<file path="src/core/ext_port_pkg.sv">
// Shared constants, types and helpers for the external memory port sequencer.
package ext_port_pkg;

  // ----------------------------------------------------------------
  // Widths and sizes
  // ----------------------------------------------------------------
  localparam int ADDR_W = 16;
  localparam int DATA_W = 24;
  localparam int WAIT_W = 4;
  localparam int SPACES = 3;
  localparam int FIFO_DEPTH = 8;
  localparam int SPACE_W = 2;
  localparam int RD_WORD_W = SPACE_W + ADDR_W + DATA_W;

  // ----------------------------------------------------------------
  // Space indices, also bit positions in a request mask
  // ----------------------------------------------------------------
  localparam logic [SPACE_W-1:0] SPACE_X = 2'h0;
  localparam logic [SPACE_W-1:0] SPACE_Y = 2'h1;
  localparam logic [SPACE_W-1:0] SPACE_P = 2'h2;

  // ----------------------------------------------------------------
  // Select encodings, ordered {program_n, data_n, x_not_y}
  // ----------------------------------------------------------------
  localparam logic [2:0] SEL_IDLE = 3'h7;
  localparam logic [2:0] SEL_X = 3'h5;
  localparam logic [2:0] SEL_Y = 3'h4;
  localparam logic [2:0] SEL_P = 3'h3;
  localparam logic [2:0] SEL_VEC = 3'h2;
  localparam logic [2:0] SEL_RSVD = 3'h6;
  localparam logic [1:0] SEL_BOTH_LOW = 2'h0;

  // ----------------------------------------------------------------
  // Timing
  // ----------------------------------------------------------------
  localparam int CLK_PERIOD_NS = 10;
  localparam int PHASES_PER_ICYC = 4;
  localparam int TW_PER_WAIT = 2;
  localparam logic [WAIT_W:0] WCNT_ONE = 5'h01;

  typedef enum logic [2:0] {st_idle, st_t0, st_t1, st_t2, st_tw, st_t3} bus_state_e;

  // ----------------------------------------------------------------
  // Helpers
  // ----------------------------------------------------------------
  // Fixed order: X first, then Y, then program.
  function automatic logic [SPACE_W-1:0] pick_space(input logic [SPACES-1:0] m);
    logic [SPACE_W-1:0] s;
    s = SPACE_P;
    if (m[SPACE_Y]) begin
      s = SPACE_Y;
    end
    if (m[SPACE_X]) begin
      s = SPACE_X;
    end
    return s;
  endfunction

  // Vector encoding is only produced in development mode.
  function automatic logic [2:0] sel_code(input logic [SPACE_W-1:0] s, input logic vec,
                                          input logic dev);
    logic [2:0] c;
    c = SEL_P;
    if (s == SPACE_X) begin
      c = SEL_X;
    end else if (s == SPACE_Y) begin
      c = SEL_Y;
    end else if (vec && dev) begin
      c = SEL_VEC;
    end
    return c;
  endfunction

endpackage

</file>
<file path="src/core/external_memory_port_sequencer.sv">
// External memory port sequencer: serialises X, Y and program references onto one bus.
// Behaviour
// (RULE_01) One external access per instruction cycle.
// (RULE_02) Several accesses go X, then Y, then program.
// (RULE_03) XY or long references become two accesses.
// (RULE_04) Sixteen-bit address, one access per cycle.
// (RULE_05) Space selects act as extra address bits.
// (RULE_06) Strobes exclusive, with guard gap between them.
// (RULE_07) Development-mode vector fetch drives x_not_y low.
// (RULE_08) Data reference: program high, data low, X/Y.
// (RULE_09) Idle all high; program fetch program low.
// (RULE_10) Vector fetch encoding is program low, x_not_y low.
// (RULE_11) Internal-only work leaves external pins still.
// (RULE_12) Memory may use strobes as direction/enable.
// (RULE_13) Program select may serve as chip select.
// (RULE_14) Address and selects change in first phase.
// (RULE_15) Strobe asserts second phase, negates fourth.
// (RULE_16) Wait count adds phases, delays write strobe.
// (RULE_17) Address and selects hold until next cycle.
// (RULE_18) Reserved select combinations are never driven.
// (RULE_19) Data pins input on read, driven on write.
module external_memory_port_sequencer
  import ext_port_pkg::*;
#(
  parameter int FIFO_WORDS = ext_port_pkg::FIFO_DEPTH
) (
  // Clock and reset
  input  wire logic                              i_mclk,
  input  wire logic                              i_rst_n,
  // Configuration
  input  wire logic                              i_dev_mode,
  input  wire logic [ext_port_pkg::WAIT_W-1:0]   i_wait_x,
  input  wire logic [ext_port_pkg::WAIT_W-1:0]   i_wait_y,
  input  wire logic [ext_port_pkg::WAIT_W-1:0]   i_wait_p,
  // Instruction request
  input  wire logic                              i_cmd_valid,
  output logic                                   o_cmd_ready,
  input  wire logic                              i_cmd_x_en,
  input  wire logic                              i_cmd_y_en,
  input  wire logic                              i_cmd_p_en,
  input  wire logic                              i_cmd_x_wr,
  input  wire logic                              i_cmd_y_wr,
  input  wire logic                              i_cmd_p_wr,
  input  wire logic                              i_cmd_p_vector,
  input  wire logic [ext_port_pkg::ADDR_W-1:0]   i_cmd_x_addr,
  input  wire logic [ext_port_pkg::ADDR_W-1:0]   i_cmd_y_addr,
  input  wire logic [ext_port_pkg::ADDR_W-1:0]   i_cmd_p_addr,
  input  wire logic [ext_port_pkg::DATA_W-1:0]   i_cmd_x_wdata,
  input  wire logic [ext_port_pkg::DATA_W-1:0]   i_cmd_y_wdata,
  input  wire logic [ext_port_pkg::DATA_W-1:0]   i_cmd_p_wdata,
  // Read return
  output logic                                   o_rd_valid,
  input  wire logic                              i_rd_ready,
  output logic [ext_port_pkg::SPACE_W-1:0]       o_rd_space,
  output logic [ext_port_pkg::ADDR_W-1:0]        o_rd_addr,
  output logic [ext_port_pkg::DATA_W-1:0]        o_rd_data,
  // External bus
  output logic [ext_port_pkg::ADDR_W-1:0]        o_ext_address,
  output logic                                   o_program_space_select_n,
  output logic                                   o_data_space_select_n,
  output logic                                   o_x_not_y_select,
  output logic                                   o_read_strobe_n,
  output logic                                   o_write_strobe_n,
  output logic [ext_port_pkg::DATA_W-1:0]        o_ext_data,
  output logic                                   o_ext_data_oe,
  input  wire logic [ext_port_pkg::DATA_W-1:0]   i_ext_data
);
  import ext_port_pkg::*;

  // ----------------------------------------------------------------
  // State
  // ----------------------------------------------------------------
  bus_state_e state_q, state_d;
  logic [SPACES-1:0] pend_q, pend_d, wr_q, wr_d;
  logic vec_q, vec_d, rdy_q, rdy_d;
  logic [SPACES-1:0][ADDR_W-1:0] addr_q, addr_d, in_addr, eff_addr;
  logic [SPACES-1:0][DATA_W-1:0] wdat_q, wdat_d, in_wdat, eff_wdat;
  logic [SPACES-1:0] in_mask, in_wr, eff_mask, eff_wr;
  logic eff_vec;
  logic [ADDR_W-1:0] ext_addr_q, ext_addr_d;
  logic [2:0] sel_q, sel_d;
  logic rd_n_q, rd_n_d, wr_n_q, wr_n_d, oe_q, oe_d;
  logic [DATA_W-1:0] dout_q, dout_d;
  logic [SPACE_W-1:0] cur_sp_q, cur_sp_d, sp;
  logic cur_wr_q, cur_wr_d;
  logic [WAIT_W-1:0] cur_wait_q, cur_wait_d;
  logic [WAIT_W:0] wcnt_q, wcnt_d;
  logic accept, go, push, fifo_rdy, can_start;
  logic [RD_WORD_W-1:0] fifo_out;

  assign in_mask = {i_cmd_p_en, i_cmd_y_en, i_cmd_x_en};
  assign in_wr = {i_cmd_p_wr, i_cmd_y_wr, i_cmd_x_wr};
  assign in_addr = {i_cmd_p_addr, i_cmd_y_addr, i_cmd_x_addr};
  assign in_wdat = {i_cmd_p_wdata, i_cmd_y_wdata, i_cmd_x_wdata};

  // ----------------------------------------------------------------
  // Sequencer
  // ----------------------------------------------------------------
  always_comb begin
    state_d = state_q;
    pend_d = pend_q;
    wr_d = wr_q;
    vec_d = vec_q;
    addr_d = addr_q;
    wdat_d = wdat_q;
    ext_addr_d = ext_addr_q;
    sel_d = sel_q;
    rd_n_d = rd_n_q;
    wr_n_d = wr_n_q;
    oe_d = oe_q;
    dout_d = dout_q;
    cur_sp_d = cur_sp_q;
    cur_wr_d = cur_wr_q;
    cur_wait_d = cur_wait_q;
    wcnt_d = wcnt_q;
    push = 1'b0;
    accept = rdy_q && i_cmd_valid;
    eff_mask = accept ? in_mask : pend_q;
    eff_wr = accept ? in_wr : wr_q;
    eff_addr = accept ? in_addr : addr_q;
    eff_wdat = accept ? in_wdat : wdat_q;
    eff_vec = accept ? i_cmd_p_vector : vec_q;
    if (accept) begin
      pend_d = in_mask;
      wr_d = in_wr;
      addr_d = in_addr;
      wdat_d = in_wdat;
      vec_d = i_cmd_p_vector;
    end
    sp = pick_space(eff_mask); // see RULE_02, RULE_03
    can_start = (state_q == st_idle) || (state_q == st_t3);
    // A read waits in idle until the return FIFO has room, so no word is ever dropped.
    go = can_start && (eff_mask != '0) && (eff_wr[sp] || fifo_rdy);
    unique case (state_q)
      st_idle: begin
      end
      st_t0: begin
        state_d = st_t1;
        if (!cur_wr_q) begin
          rd_n_d = 1'b0; // see RULE_15, RULE_19
        end else if (cur_wait_q == '0) begin
          wr_n_d = 1'b0; // see RULE_15
          oe_d = 1'b1; // see RULE_19
        end
      end
      st_t1: begin
        state_d = st_t2;
        if (cur_wr_q && (cur_wait_q != '0)) begin
          wr_n_d = 1'b0; // see RULE_16
          oe_d = 1'b1; // see RULE_19
        end
      end
      st_t2, st_tw: begin
        if ((state_q == st_t2) && (cur_wait_q != '0)) begin
          state_d = st_tw;
          wcnt_d = {cur_wait_q, 1'b0} - WCNT_ONE; // see RULE_16
        end else if ((state_q == st_tw) && (wcnt_q != '0)) begin
          wcnt_d = wcnt_q - WCNT_ONE;
        end else begin
          state_d = st_t3;
          rd_n_d = 1'b1; // see RULE_15
          wr_n_d = 1'b1;
          push = !cur_wr_q; // see RULE_15
        end
      end
      st_t3: begin
        state_d = st_idle;
        oe_d = 1'b0; // see RULE_19
        sel_d = SEL_IDLE; // see RULE_09, RULE_14
      end
    endcase
    if (go) begin
      // Only the selected space's address, and for a write its data, are loaded; the rest stay put.
      state_d = st_t0; // see RULE_01, RULE_04
      pend_d = eff_mask & ~(SPACES'(1) << sp);
      ext_addr_d = eff_addr[sp]; // see RULE_14, RULE_17
      sel_d = sel_code(sp, eff_vec, i_dev_mode); // see RULE_05, RULE_07, RULE_08, RULE_10, RULE_18
      cur_sp_d = sp;
      cur_wr_d = eff_wr[sp];
      oe_d = 1'b0;
      if (eff_wr[sp]) begin
        dout_d = eff_wdat[sp]; // see RULE_11
      end
      cur_wait_d = (sp == SPACE_X) ? i_wait_x : (sp == SPACE_Y) ? i_wait_y : i_wait_p;
    end
    rdy_d = (pend_d == '0) && ((state_d == st_idle) || (state_d == st_t3));
  end

  always_ff @(posedge i_mclk or negedge i_rst_n) begin
    if (!i_rst_n) begin
      state_q <= st_idle;
      pend_q <= '0;
      wr_q <= '0;
      vec_q <= 1'b0;
      addr_q <= '0;
      wdat_q <= '0;
      ext_addr_q <= '0;
      sel_q <= SEL_IDLE;
      rd_n_q <= 1'b1;
      wr_n_q <= 1'b1;
      oe_q <= 1'b0;
      dout_q <= '0;
      cur_sp_q <= SPACE_X;
      cur_wr_q <= 1'b0;
      cur_wait_q <= '0;
      wcnt_q <= '0;
      rdy_q <= 1'b0;
    end else begin
      state_q <= state_d;
      pend_q <= pend_d;
      wr_q <= wr_d;
      vec_q <= vec_d;
      addr_q <= addr_d;
      wdat_q <= wdat_d;
      ext_addr_q <= ext_addr_d;
      sel_q <= sel_d;
      rd_n_q <= rd_n_d;
      wr_n_q <= wr_n_d;
      oe_q <= oe_d;
      dout_q <= dout_d;
      cur_sp_q <= cur_sp_d;
      cur_wr_q <= cur_wr_d;
      cur_wait_q <= cur_wait_d;
      wcnt_q <= wcnt_d;
      rdy_q <= rdy_d;
    end
  end

  assign o_cmd_ready = rdy_q;
  assign o_ext_address = ext_addr_q;
  assign {o_program_space_select_n, o_data_space_select_n, o_x_not_y_select} = sel_q;
  assign o_read_strobe_n = rd_n_q;
  assign o_write_strobe_n = wr_n_q;
  assign o_ext_data = dout_q;
  assign o_ext_data_oe = oe_q;

  // ----------------------------------------------------------------
  // Read return buffer
  // ----------------------------------------------------------------
  stream_fifo #(.WIDTH(RD_WORD_W), .DEPTH(FIFO_WORDS)) u_rd_fifo (
    .i_mclk  (i_mclk),
    .i_rst_n (i_rst_n),
    .i_valid (push),
    .o_ready (fifo_rdy),
    .i_data  ({cur_sp_q, ext_addr_q, i_ext_data}),
    .o_valid (o_rd_valid),
    .i_ready (i_rd_ready),
    .o_data  (fifo_out)
  );
  assign {o_rd_space, o_rd_addr, o_rd_data} = fifo_out;
endmodule

</file>
<file path="src/core/stream_fifo.sv">
// Synchronous valid/ready FIFO with registered flags and registered head word.
module stream_fifo #(
  parameter int WIDTH = 8,
  parameter int DEPTH = 8
) (
  // Clock and reset
  input  wire logic             i_mclk,
  input  wire logic             i_rst_n,
  // Fill side
  input  wire logic             i_valid,
  output logic                  o_ready,
  input  wire logic [WIDTH-1:0] i_data,
  // Drain side
  output logic                  o_valid,
  input  wire logic             i_ready,
  output logic [WIDTH-1:0]      o_data
);
  localparam int PTR_W = $clog2(DEPTH);
  localparam int CNT_W = $clog2(DEPTH + 1);
  localparam logic [CNT_W-1:0] FULL = CNT_W'(DEPTH);
  localparam logic [PTR_W-1:0] LAST = PTR_W'(DEPTH - 1);

  logic [DEPTH-1:0][WIDTH-1:0] mem_q, mem_d;
  logic [PTR_W-1:0] wp_q, wp_d, rp_q, rp_d;
  logic [CNT_W-1:0] cnt_q, cnt_d;
  logic rdy_q, rdy_d, vld_q, vld_d;
  logic [WIDTH-1:0] head_q, head_d;
  logic wr, rd;

  assign o_ready = rdy_q;
  assign o_valid = vld_q;
  assign o_data = head_q;

  always_comb begin
    wr = i_valid && rdy_q;
    rd = i_ready && vld_q;
    mem_d = mem_q;
    wp_d = wp_q;
    rp_d = rp_q;
    cnt_d = cnt_q;
    if (wr) begin
      mem_d[wp_q] = i_data;
      wp_d = (wp_q == LAST) ? '0 : wp_q + 1'b1;
    end
    if (rd) begin
      rp_d = (rp_q == LAST) ? '0 : rp_q + 1'b1;
    end
    if (wr && !rd) begin
      cnt_d = cnt_q + 1'b1;
    end else if (rd && !wr) begin
      cnt_d = cnt_q - 1'b1;
    end
    rdy_d = (cnt_d != FULL);
    vld_d = (cnt_d != '0);
    head_d = mem_d[rp_d];
  end

  always_ff @(posedge i_mclk or negedge i_rst_n) begin
    if (!i_rst_n) begin
      mem_q <= '0;
      wp_q <= '0;
      rp_q <= '0;
      cnt_q <= '0;
      rdy_q <= 1'b1;
      vld_q <= 1'b0;
      head_q <= '0;
    end else begin
      mem_q <= mem_d;
      wp_q <= wp_d;
      rp_q <= rp_d;
      cnt_q <= cnt_d;
      rdy_q <= rdy_d;
      vld_q <= vld_d;
      head_q <= head_d;
    end
  end
endmodule

</file>
<file path="config.mk">
export PLATFORM = sky130hd
export DESIGN_NAME = external_memory_port_sequencer
export DESIGN_NICKNAME = d
export VERILOG_FILES = /design/src/core/ext_port_pkg.sv /design/src/core/external_memory_port_sequencer.sv /design/src/core/stream_fifo.sv
export SDC_FILE = /design/constraint.sdc
export NUM_CORES = 1
export LEC_CHECK = 0
export BUFFER_PORTS_ARGS = -buffer_cell sky130_fd_sc_hd__buf_2
export CAP_MARGIN = 20
export CORE_MARGIN = 2
export CORE_UTILIZATION = 30
export CTS_CLUSTER_SIZE = 8
export DETAILED_ROUTE_END_ITERATION = 12
export PLACE_DENSITY = 0.54
export REMOVE_ABC_BUFFERS = 1
export SYNTH_ARGS = -nofsm -noshare
export SYNTH_HDL_FRONTEND = slang
export SYNTH_SLANG_ARGS = --single-unit
</file>
<file path="constraint.sdc">
create_clock -name i_mclk -period 6.6 [get_ports i_mclk]
set_input_delay 1.32 -clock i_mclk [delete_from_list [all_inputs] [get_ports i_mclk]]
set_output_delay 1.32 -clock i_mclk [all_outputs]
set_load 0.03 [all_outputs]
</file>
# After elaboration in Yosys (flattened, before gate mapping)

Index checks and enable logic that the tools add are counted.

Register bits after elaboration: 579
Input port bits: 168

Add/sub/neg operators: 6
Order comparisons: 4
Eq/ne operators: 19
Shift-type cells: 1
Multiplexer cells: 54
Bitwise logic cells: 2
Reductions and logical operators: 39

Operator list:

| kind                                                                          | count |
|---|---|
| 336-bit bitwise mux                                                           | 1 |
| 336-bit 2-to-1 mux                                                            | 1 |
| 42-bit binary-select mux with 3-bit select                                    | 1 |
| 42-bit demux with 3-bit select                                                | 1 |
| 42-bit 2-to-1 mux                                                             | 2 |
| 72-bit 2-to-1 mux                                                             | 1 |
| 24-bit binary-select mux with 2-bit select                                    | 1 |
| 48-bit 2-to-1 mux                                                             | 1 |
| 3-bit 2-to-1 mux                                                              | 13 |
| 16-bit binary-select mux with 2-bit select                                    | 1 |
| 24-bit 2-to-1 mux                                                             | 1 |
| 1-bit 2-to-1 mux                                                              | 16 |
| 16-bit 2-to-1 mux                                                             | 1 |
| 4-bit 2-to-1 mux                                                              | 4 |
| 3-bit equality test (second input constant)                                   | 5 |
| 1-bit logical AND                                                             | 13 |
| 2-bit != test (second input constant)                                         | 6 |
| 3-bit case mux with 4 select lines                                            | 1 |
| 4-bit nonzero test                                                            | 3 |
| 5-bit 2-to-1 mux                                                              | 2 |
| 5-bit by 1-bit subtractor with 5-bit output (second input constant)           | 2 |
| 3-bit logical NOT                                                             | 3 |
| 3-bit != test (second input constant)                                         | 3 |
| 3-bit by 4-bit less-than comparator with 1-bit output (second input constant) | 2 |
| other kinds (27)                                                              | 40 |

# Longest topological paths before layout

Gate-level depths: netlist of the first run.

Depth after elaboration: 12
Mapped depth: 12

# Cells and area by module

Synthesis of the first run repeated with hierarchy kept, for this count alone.

Cell total of the unflattened synthesis: 2514
Area total of the unflattened synthesis: 26590.5 µm²

By module, submodules not included:

| module                         | times used | cells each | area each (µm²) |
|---|---|---|---|
| stream_fifo                    | 1          | 1697       | 17723.2 |
| external_memory_port_sequencer | 1          | 817        | 8867.3 |

# Worst setup path after synthesis of the first run

No wires, ideal clock.

Kind: input port to flip-flop
Start: in i_cmd_valid
End: reg dout_q[18] (netlist: o_ext_data[18])
Data arrival time: 3.117 ns
Required time: 6.465 ns
Path slack: 3.348 ns
Stages: 7
Buffers on the path: 3
Path through: nand2_1 > clkbuf_1 > clkbuf_1 > clkbuf_1 > mux2_2 > a221oi_1 > o21ai_0

RTL lines:

| item                   | line                                  | source |
|---|---|---|
| start: declaration     | external_memory_port_sequencer.sv:36  | `input wire logic i_cmd_valid,` |
| end signal: assignment | external_memory_port_sequencer.sv:220 | `dout_q <= dout_d;` |
| end: declaration       | external_memory_port_sequencer.sv:83  | `logic [DATA_W-1:0] dout_q, dout_d;` |

# Worst setup path in the final report of the first run

Start: in i_cmd_valid
End: reg cur_sp_q[1]

Word-level cells in the longest chain between the ends: 8

Ends and longest elaborated chain:

| item                                      | line                                  | source |
|---|---|---|
| 1-bit logical AND (*)                     | external_memory_port_sequencer.sv:117 | `accept = rdy_q && i_cmd_valid;` |
| 3-bit 2-to-1 mux                          | external_memory_port_sequencer.sv:118 | `eff_mask = accept ? in_mask : pend_q;` |
| 2-bit 2-to-1 mux                          | ext_port_pkg.sv:50                    | `if (m[SPACE_Y]) begin` |
| 2-bit 2-to-1 mux                          | ext_port_pkg.sv:53                    | `if (m[SPACE_X]) begin` |
| 1-bit binary-select mux with 2-bit select | external_memory_port_sequencer.sv:133 | `go = can_start && (eff_mask != '0) && (eff_wr[sp] \|\| fifo_rdy);` |
| 1-bit 2-to-1 mux (implied by the code)    | external_memory_port_sequencer.sv:133 |  |
| 1-bit logical OR                          | external_memory_port_sequencer.sv:133 |  |
| 1-bit logical AND                         | external_memory_port_sequencer.sv:133 |  |
| end signal: assignment                    | external_memory_port_sequencer.sv:221 | `cur_sp_q <= cur_sp_d;` |
| end: declaration                          | external_memory_port_sequencer.sv:84  | `logic [SPACE_W-1:0] cur_sp_q, cur_sp_d, sp;` |

Mark *: on every way between the ends. The rest lies on a longest branch, timed or not. The select of a mux whose other input is x is not followed.
A chain may end at the register's enable or synchronous reset.

==> impl_metrics.yaml, run 1 <==
timing:
  slew_headroom_pct: 24.5
  setup_viol: 0
  fin_crit_ns: 4.02
  fmax_mhz: 249
  worstMarginPinSlew_ns: 1.13
  period_share_pct: 60.9
  finalHoldViolations: 0
  drv_slew: 0
  grt_setup_unrepaired: "false"
  fin_skew_ns: 0.0245
hold_path:
  worst_hold_path.endpoint: "u_rd_fifo.cnt_q[3]"
  min_path_type: "register to register"
  hold_depth: 1
  hp-start: "u_rd_fifo.cnt_q[3]"
global_routing:
  grt_pass1_vias: 19600
  grt_pass1_wl_mm: 121
  track_usage_pct: 17.6
  overflow: 0
  grt_max_degree: 171
  antenna_found_initial: 26
pwr:
  power_density_mw_per_mm2: 499
  p_int_mw: 9.31
  p_sw_share_pct: 39.0
  pwr-share-seq_pct: 36.7
  combPwrFrac_pct: 38.5
  switching_power_mw: 5.96
  p_leak_nw: 13.7
  clockPowerShare_pct: 24.8
  peakVddDrop_uv: 274
critical_path:
  startpoint_type: "input port"
  reg2reg_depth: 10
  cp_data_required_time_ns: 7.09
  cp-end-kind: "register"
  crit_slowest_cell: "a31oi_4"
  worstSetupPathType: "input port to register"
  timing.rr.start: "cur_wait_q[0]"
  slowest_delay_ns: 0.94
  r2r-end: "u_rd_fifo.o_data[27]"
  cp.arrival_ns: 4.51
  reg2reg_setup_slack_ns: 2.67
  path_cells: "buf_2 > nand2_4 > a31oi_4 > o221ai_1 > o21ai_4 > buf_4 > mux2_2"
  crit_path_max_fanout: 58
clock_network:
  cts_tree: "done"
  clockRootBuffer: "clkbuf_16"
  ctsHoldBuffers: 0
  clock-sinks: 579
  clock_path_buffers: 3
  clock_latency_ns: 0.61
  cts_setup_buffers: 0
  numCtsBuffers: 82
  cts-resized-gates: 0
  clk_pin_slew_ns: 0.05
  h-tree-depth: 3
placed_design:
  gp_congestion: 0.791
  place_area_mm2: 0.0283
  io_buffer_count: 257
  dp.final_hpwl_mm: 45.5
detailed_routing:
  wl_per_cell_um: 22.6
  ant_nets: 0
  drc: 0
  drt_pre_antenna_iters: 5
  via_count: 18600
  vias_per_cell: 5.32
  drtIter0Drc: 1186
  drt_wl_total_mm: 79.2
finish:
  final_util_pct: 35.8
  final_common_cell: "dfrtp_1"
  syn_to_final_growth_pct: 17.7
  finalNetCount: 2498
  drive_gt1_share_pct: 37.3
  fin_area_mm2: 0.0306
  final_cell_mix: "573 x dfrtp_1, 459 x mux2_2, 256 x buf_2"
floorplan:
  die_y_um: 298
  start_util_pct: 30.4
  die_area_mm2: 0.0890
  die_w_um: 298
  core.rowCount: 107
  ios: 258
  core-area_mm2: 0.0855
synth:
  synth_top_cell_area_share_pct: 55.2
  synth_cell_types: 62
  synth-seq-cells: 579
  ys_seq_area_share_pct: 55.8
  yosys_warnings: 0
  synthFlopType: "dfrtp_1"
  syn_area_mm2: 0.0260
  synthArstFlopShare_pct: 100
  avgSynthCellArea_um2: 12.1
  syn_inst: 2155
  synth_edf_count: 0
  synth_area_leaders: "dfrtp_1 55%, mux2_2 20%, o21ai_0 3.0%"
  synth_top_area_cell: "dfrtp_1"
run_status:
  status: "completed"
job:
  maxCapViolations: 0
==> metrics by stage <==
stage | worst slack [ns] | TNS (ns) | power (mW) | std cells | hold WS (ns)
2_1_floorplan | -2.45 | -178.37 | 9.33 | 1951 | 0.445
3_3_place_gp | 1.99 | 0 | 11.4 | 3381 | 0.458
3_5_place_dp | 1.87 | 0 | 11.6 | 3381 | 0.466
4_1_cts | 2.53 | 0 | 15.4 | 3486 | 0.474
5_1_grt | 2.28 | 0 | 16.2 | 3491 | 0.491
6_report | 2.58 | 0 | 15.3 | 3496 | 0.470
==> area by class of cell <==
cell class | count | area [um2]
multi-input cells | 1353 | 10800
inverters | 19 | 72.6
well taps | 1144 | 1430
repair buffers | 286 | 1550
flip-flops and latches | 579 | 14500
clock inverters | 5 | 70.1
diodes | 10 | 25.0
clock buffers | 100 | 2150
fillers | 8347 | 55000
==> power by group through the flow <==
stage | combinational (mW) | clock [mW] | sequential (mW)
after floorplan | 3.49 | 0 | 5.83
after global placement | 5.78 | 0 | 5.59
after CTS | 5.93 | 3.89 | 5.61
after detailed placement | 5.91 | 0 | 5.65
after global routing | 6.42 | 4.05 | 5.76
final | 5.87 | 3.79 | 5.61
==> synth_stat cells, types with 4 or more instances <==
cell,instances
dfrtp_1,573
mux2_2,459
clkbuf_1,160
nand2_1,156
o21ai_0,154
o22ai_1,92
nor2_1,90
o221ai_1,85
a21oi_1,78
o21a_1,37
buf_2,35
mux2i_1,29
a221oi_1,24
o32ai_1,19
inv_1,18
o31a_1,13
o32a_1,13
buf_1,9
ha_1,9
nand3_1,8
xnor2_1,7
dfstp_2,6
and3_1,5
nor3b_1,5
o22a_1,5
and2_1,4
o211ai_1,4
o21ai_1,4
xor2_1,4
==> registers in the layout, summed over array words and instances, names as in the netlist, 4 cells and up <==
| register | count |
|---|---|
| addr_q | 48 |
| o_ext_data | 24 |
| wdat_q | 72 |
| u_rd_fifo.mem_q | 336 |
| o_ext_address | 16 |
| u_rd_fifo.cnt_q | 4 |
| wcnt_q | 5 |
| cur_wait_q | 4 |
| u_rd_fifo.o_data | 42 |
==> metal layers <==
layer,routed length (um),global-route usage [%],vias to the layer above,share of wire (%)
met3,5940,5.21,171,7.5
met1,33800,22.8,9526,43
met4,2110,6.05,36,2.7
li1,-,-,8257,-
met2,37100,28.1,626,47
met5,229,0,-,0.29
==> worst max-delay path: cells and delay by family <==
kind	cells	cell delay (ns)
buf+inv	2	0.54
compound gates	3	1.78
simple gates	1	0.48
mux	1	0.37
==> cell families (layout without fill, tap and decap cells) <==
family	Yosys count	in the layout	share of synthesized area (%)
flip-flops	579	579	55.8
AO/OA/AOI/OAI	548	548	14.0
multiplexers	488	488	21.0
AND/OR/NAND/NOR	297	297	4.97
buffers and inverters	223	410	3.39
XOR/XNOR	11	11	0.371
adder cells (fa/ha/maj)	9	9	0.433
other	0	10	0
==> worst max-delay path by stage <==
stage | startpoint | end | slack [ns]
CTS | i_cmd_valid | cur_sp_q[1] | 2.53
detailed placement | i_cmd_valid | cur_sp_q[1] | 1.87
finish | i_cmd_valid | cur_sp_q[1] | 2.58
global placement | i_cmd_valid | cur_sp_q[1] | 1.99
global route | i_cmd_valid | cur_sp_q[1] | 2.28
floorplan | i_cmd_valid | sel_q[0] | -2.45
Power figures use the tool's default switching activity.
==> inputs of run 2 (changes only) <==
- PLACE_DENSITY: 0.54 -> 0.56
- clock period: 6.6 -> 3.4 ns (I/O delays scaled with it)
==> run 2 against run 1 <==
Critical path depth increased by 1. Flip-flop and latch count did not move. Critical endpoint is now u_rd_fifo.mem_q[6]. Highest routed layer unchanged. Setup slack got worse by 2.2 ns. Design area up 2.2%. Non-clock buffer count rose by 37. Clock skew is 0.0046 ns higher. Combinational power increased by 100%. Via count increased by 1.3%. Sequential power increased by 94%.
==> impl_metrics.yaml, run 2 (synthesis gave the netlist of run 1 again) <==
timing:
  finalHoldViolations: 0
  worstMarginPinSlew_ns: 0.805
  fin_crit_ns: 3.06
  slew_headroom_pct: 46.3
  tns_ns: 0
  fmax_mhz: 327
  drv_slew: 0
  setup_viol: 0
  fin_skew_ns: 0.0291
  grt_setup_unrepaired: "false"
  period_share_pct: 90.0
finish:
  fin_area_mm2: 0.0313
  final_common_cell: "dfrtp_1"
  finalNetCount: 2536
  largest_reg_flops: 336
  top_regs: "u_rd_fifo.mem_q x336, wdat_q x72, addr_q x48"
  final_cell_mix: "573 x dfrtp_1, 459 x mux2_2, 256 x buf_2"
  top_register: "u_rd_fifo.mem_q"
  drive_gt1_share_pct: 38.4
  n_fill_cell: 8274
  syn_to_final_growth_pct: 20.3
critical_path:
  cp.arrival_ns: 3.54
  crit_path_max_fanout: 16
  worstSetupPathType: "register to register"
  reg2reg_setup_slack_ns: 0.34
  cp-end-kind: "register"
  startpoint_type: "register"
  cp_data_required_time_ns: 3.88
floorplan:
  ios: 258
  core.rowCount: 107
  core-area_mm2: 0.0855
  die_y_um: 298
  die_area_mm2: 0.0890
  start_util_pct: 30.4
  die_w_um: 298
job:
  maxCapViolations: 0
global_routing:
  grt_pass1_wl_mm: 121
  grt_use_met2_pct: 27.7
  gr-usage-met1_pct: 22.4
  antenna_found_initial: 27
  grt_pass1_vias: 19800
  grt.busiest_layer: "met2"
  grt_max_degree: 122
  grt_use_met3_pct: 5.21
  overflow: 0
  track_usage_pct: 17.3
clock_network:
  h-tree-depth: 3
  clockRootBuffer: "clkbuf_16"
  clock_latency_ns: 0.62
  numCtsBuffers: 83
  cts_tree: "done"
  clock-sinks: 579
  clock_path_buffers: 3
  cts_setup_buffers: 0
  clk_pin_slew_ns: 0.05
placed_design:
  gp_congestion: 0.799
  io_buffer_count: 257
  dp.final_hpwl_mm: 47.3
  place_area_mm2: 0.0289
pwr:
  p_leak_nw: 14.0
  power_density_mw_per_mm2: 968
  peakVddDrop_uv: 510
  total_power_mw: 30.3
detailed_routing:
  vias_per_cell: 5.33
  wl_per_cell_um: 22.1
  via_count: 18800
  ant_nets: 0
  drt_wl_total_mm: 78.1
  drc: 0
  drt_pre_antenna_iters: 5
  drtIter0Drc: 1184
hold_path:
  min_path_type: "input port to register"
run_status:
  status: "completed"
run 2: final cells by class:
class                      count  area, um2  share of cell area (%)
antenna                        9       22.5                  0.0720
multi-input combinational   1353      10800                    34.5
clock buffer                 102       2200                    7.03
timing repair buffer         323       2110                    6.74
inverter                      19       72.6                   0.232
tap                         1144       1430                    4.58
sequential                   579      14500                    46.4
clock inverter                 8        146                   0.468
run 2: metal layers:
layer | part of all wire [%] | wire (um) | vias to the layer above
met5 | 0.29 | 225 | -
met4 | 2.9 | 2280 | 38
met3 | 7.5 | 5870 | 198
met2 | 46 | 36300 | 663
met1 | 43 | 33400 | 9605
li1 | - | - | 8345
run 2: repair_timing:
item | CTS | global route
hold buffers | 1 | 0
hold endpoints to repair | 18 | 0
setup endpoints to repair | 0 | 0
gates resized for setup | 0 | 0
run 2: critical path, cell delays in order, from the launching register on:
cell	delay, ns
dfrtp_1	0.38
inv_1	0.12
ha_1	0.19
or4b_4	0.51
o22ai_2	0.42
buf_4	0.27
nand3_4	0.38
buf_12	0.35
mux2_2	0.28
run 2: path summary, 6_finish.rpt:
kind	start	end	cells past startpoint
worst max-delay path	wcnt_q[0]	u_rd_fifo.mem_q[6]	8
worst min-delay path	i_cmd_p_addr[6]	addr_q[38]	2
worst max register to register	wcnt_q[0]	u_rd_fifo.mem_q[6]	8
worst min register to register	o_ext_data[4]	o_ext_data[4]	2
max in group asynchronous	i_rst_n	wdat_q[29]	4
min in group asynchronous	i_rst_n	u_rd_fifo.o_data[6]	2
run 2: power by group:
group / switching [mW] / total [mW] / leakage [nW] / internal [mW]
registers: 1.60 / 10.9 / 7.32 / 9.29
logic: 7.06 / 11.8 / 5.58 / 4.72
clock network: 3.03 / 7.61 / 1.14 / 4.58
run 2: stage by stage:
step	instances	worst slack (ns)	utilization, %	hold WS (ns)
after CTS	3528	0.327	36.5	0.258
final	3537	0.341	36.6	0.301
after global routing	3533	0.176	36.5	0.269
after detailed placement	3417	0.347	33.8	0.472
after floorplan	1951	-5.01	-	0.384
after global placement	3417	0.428	33.8	0.460
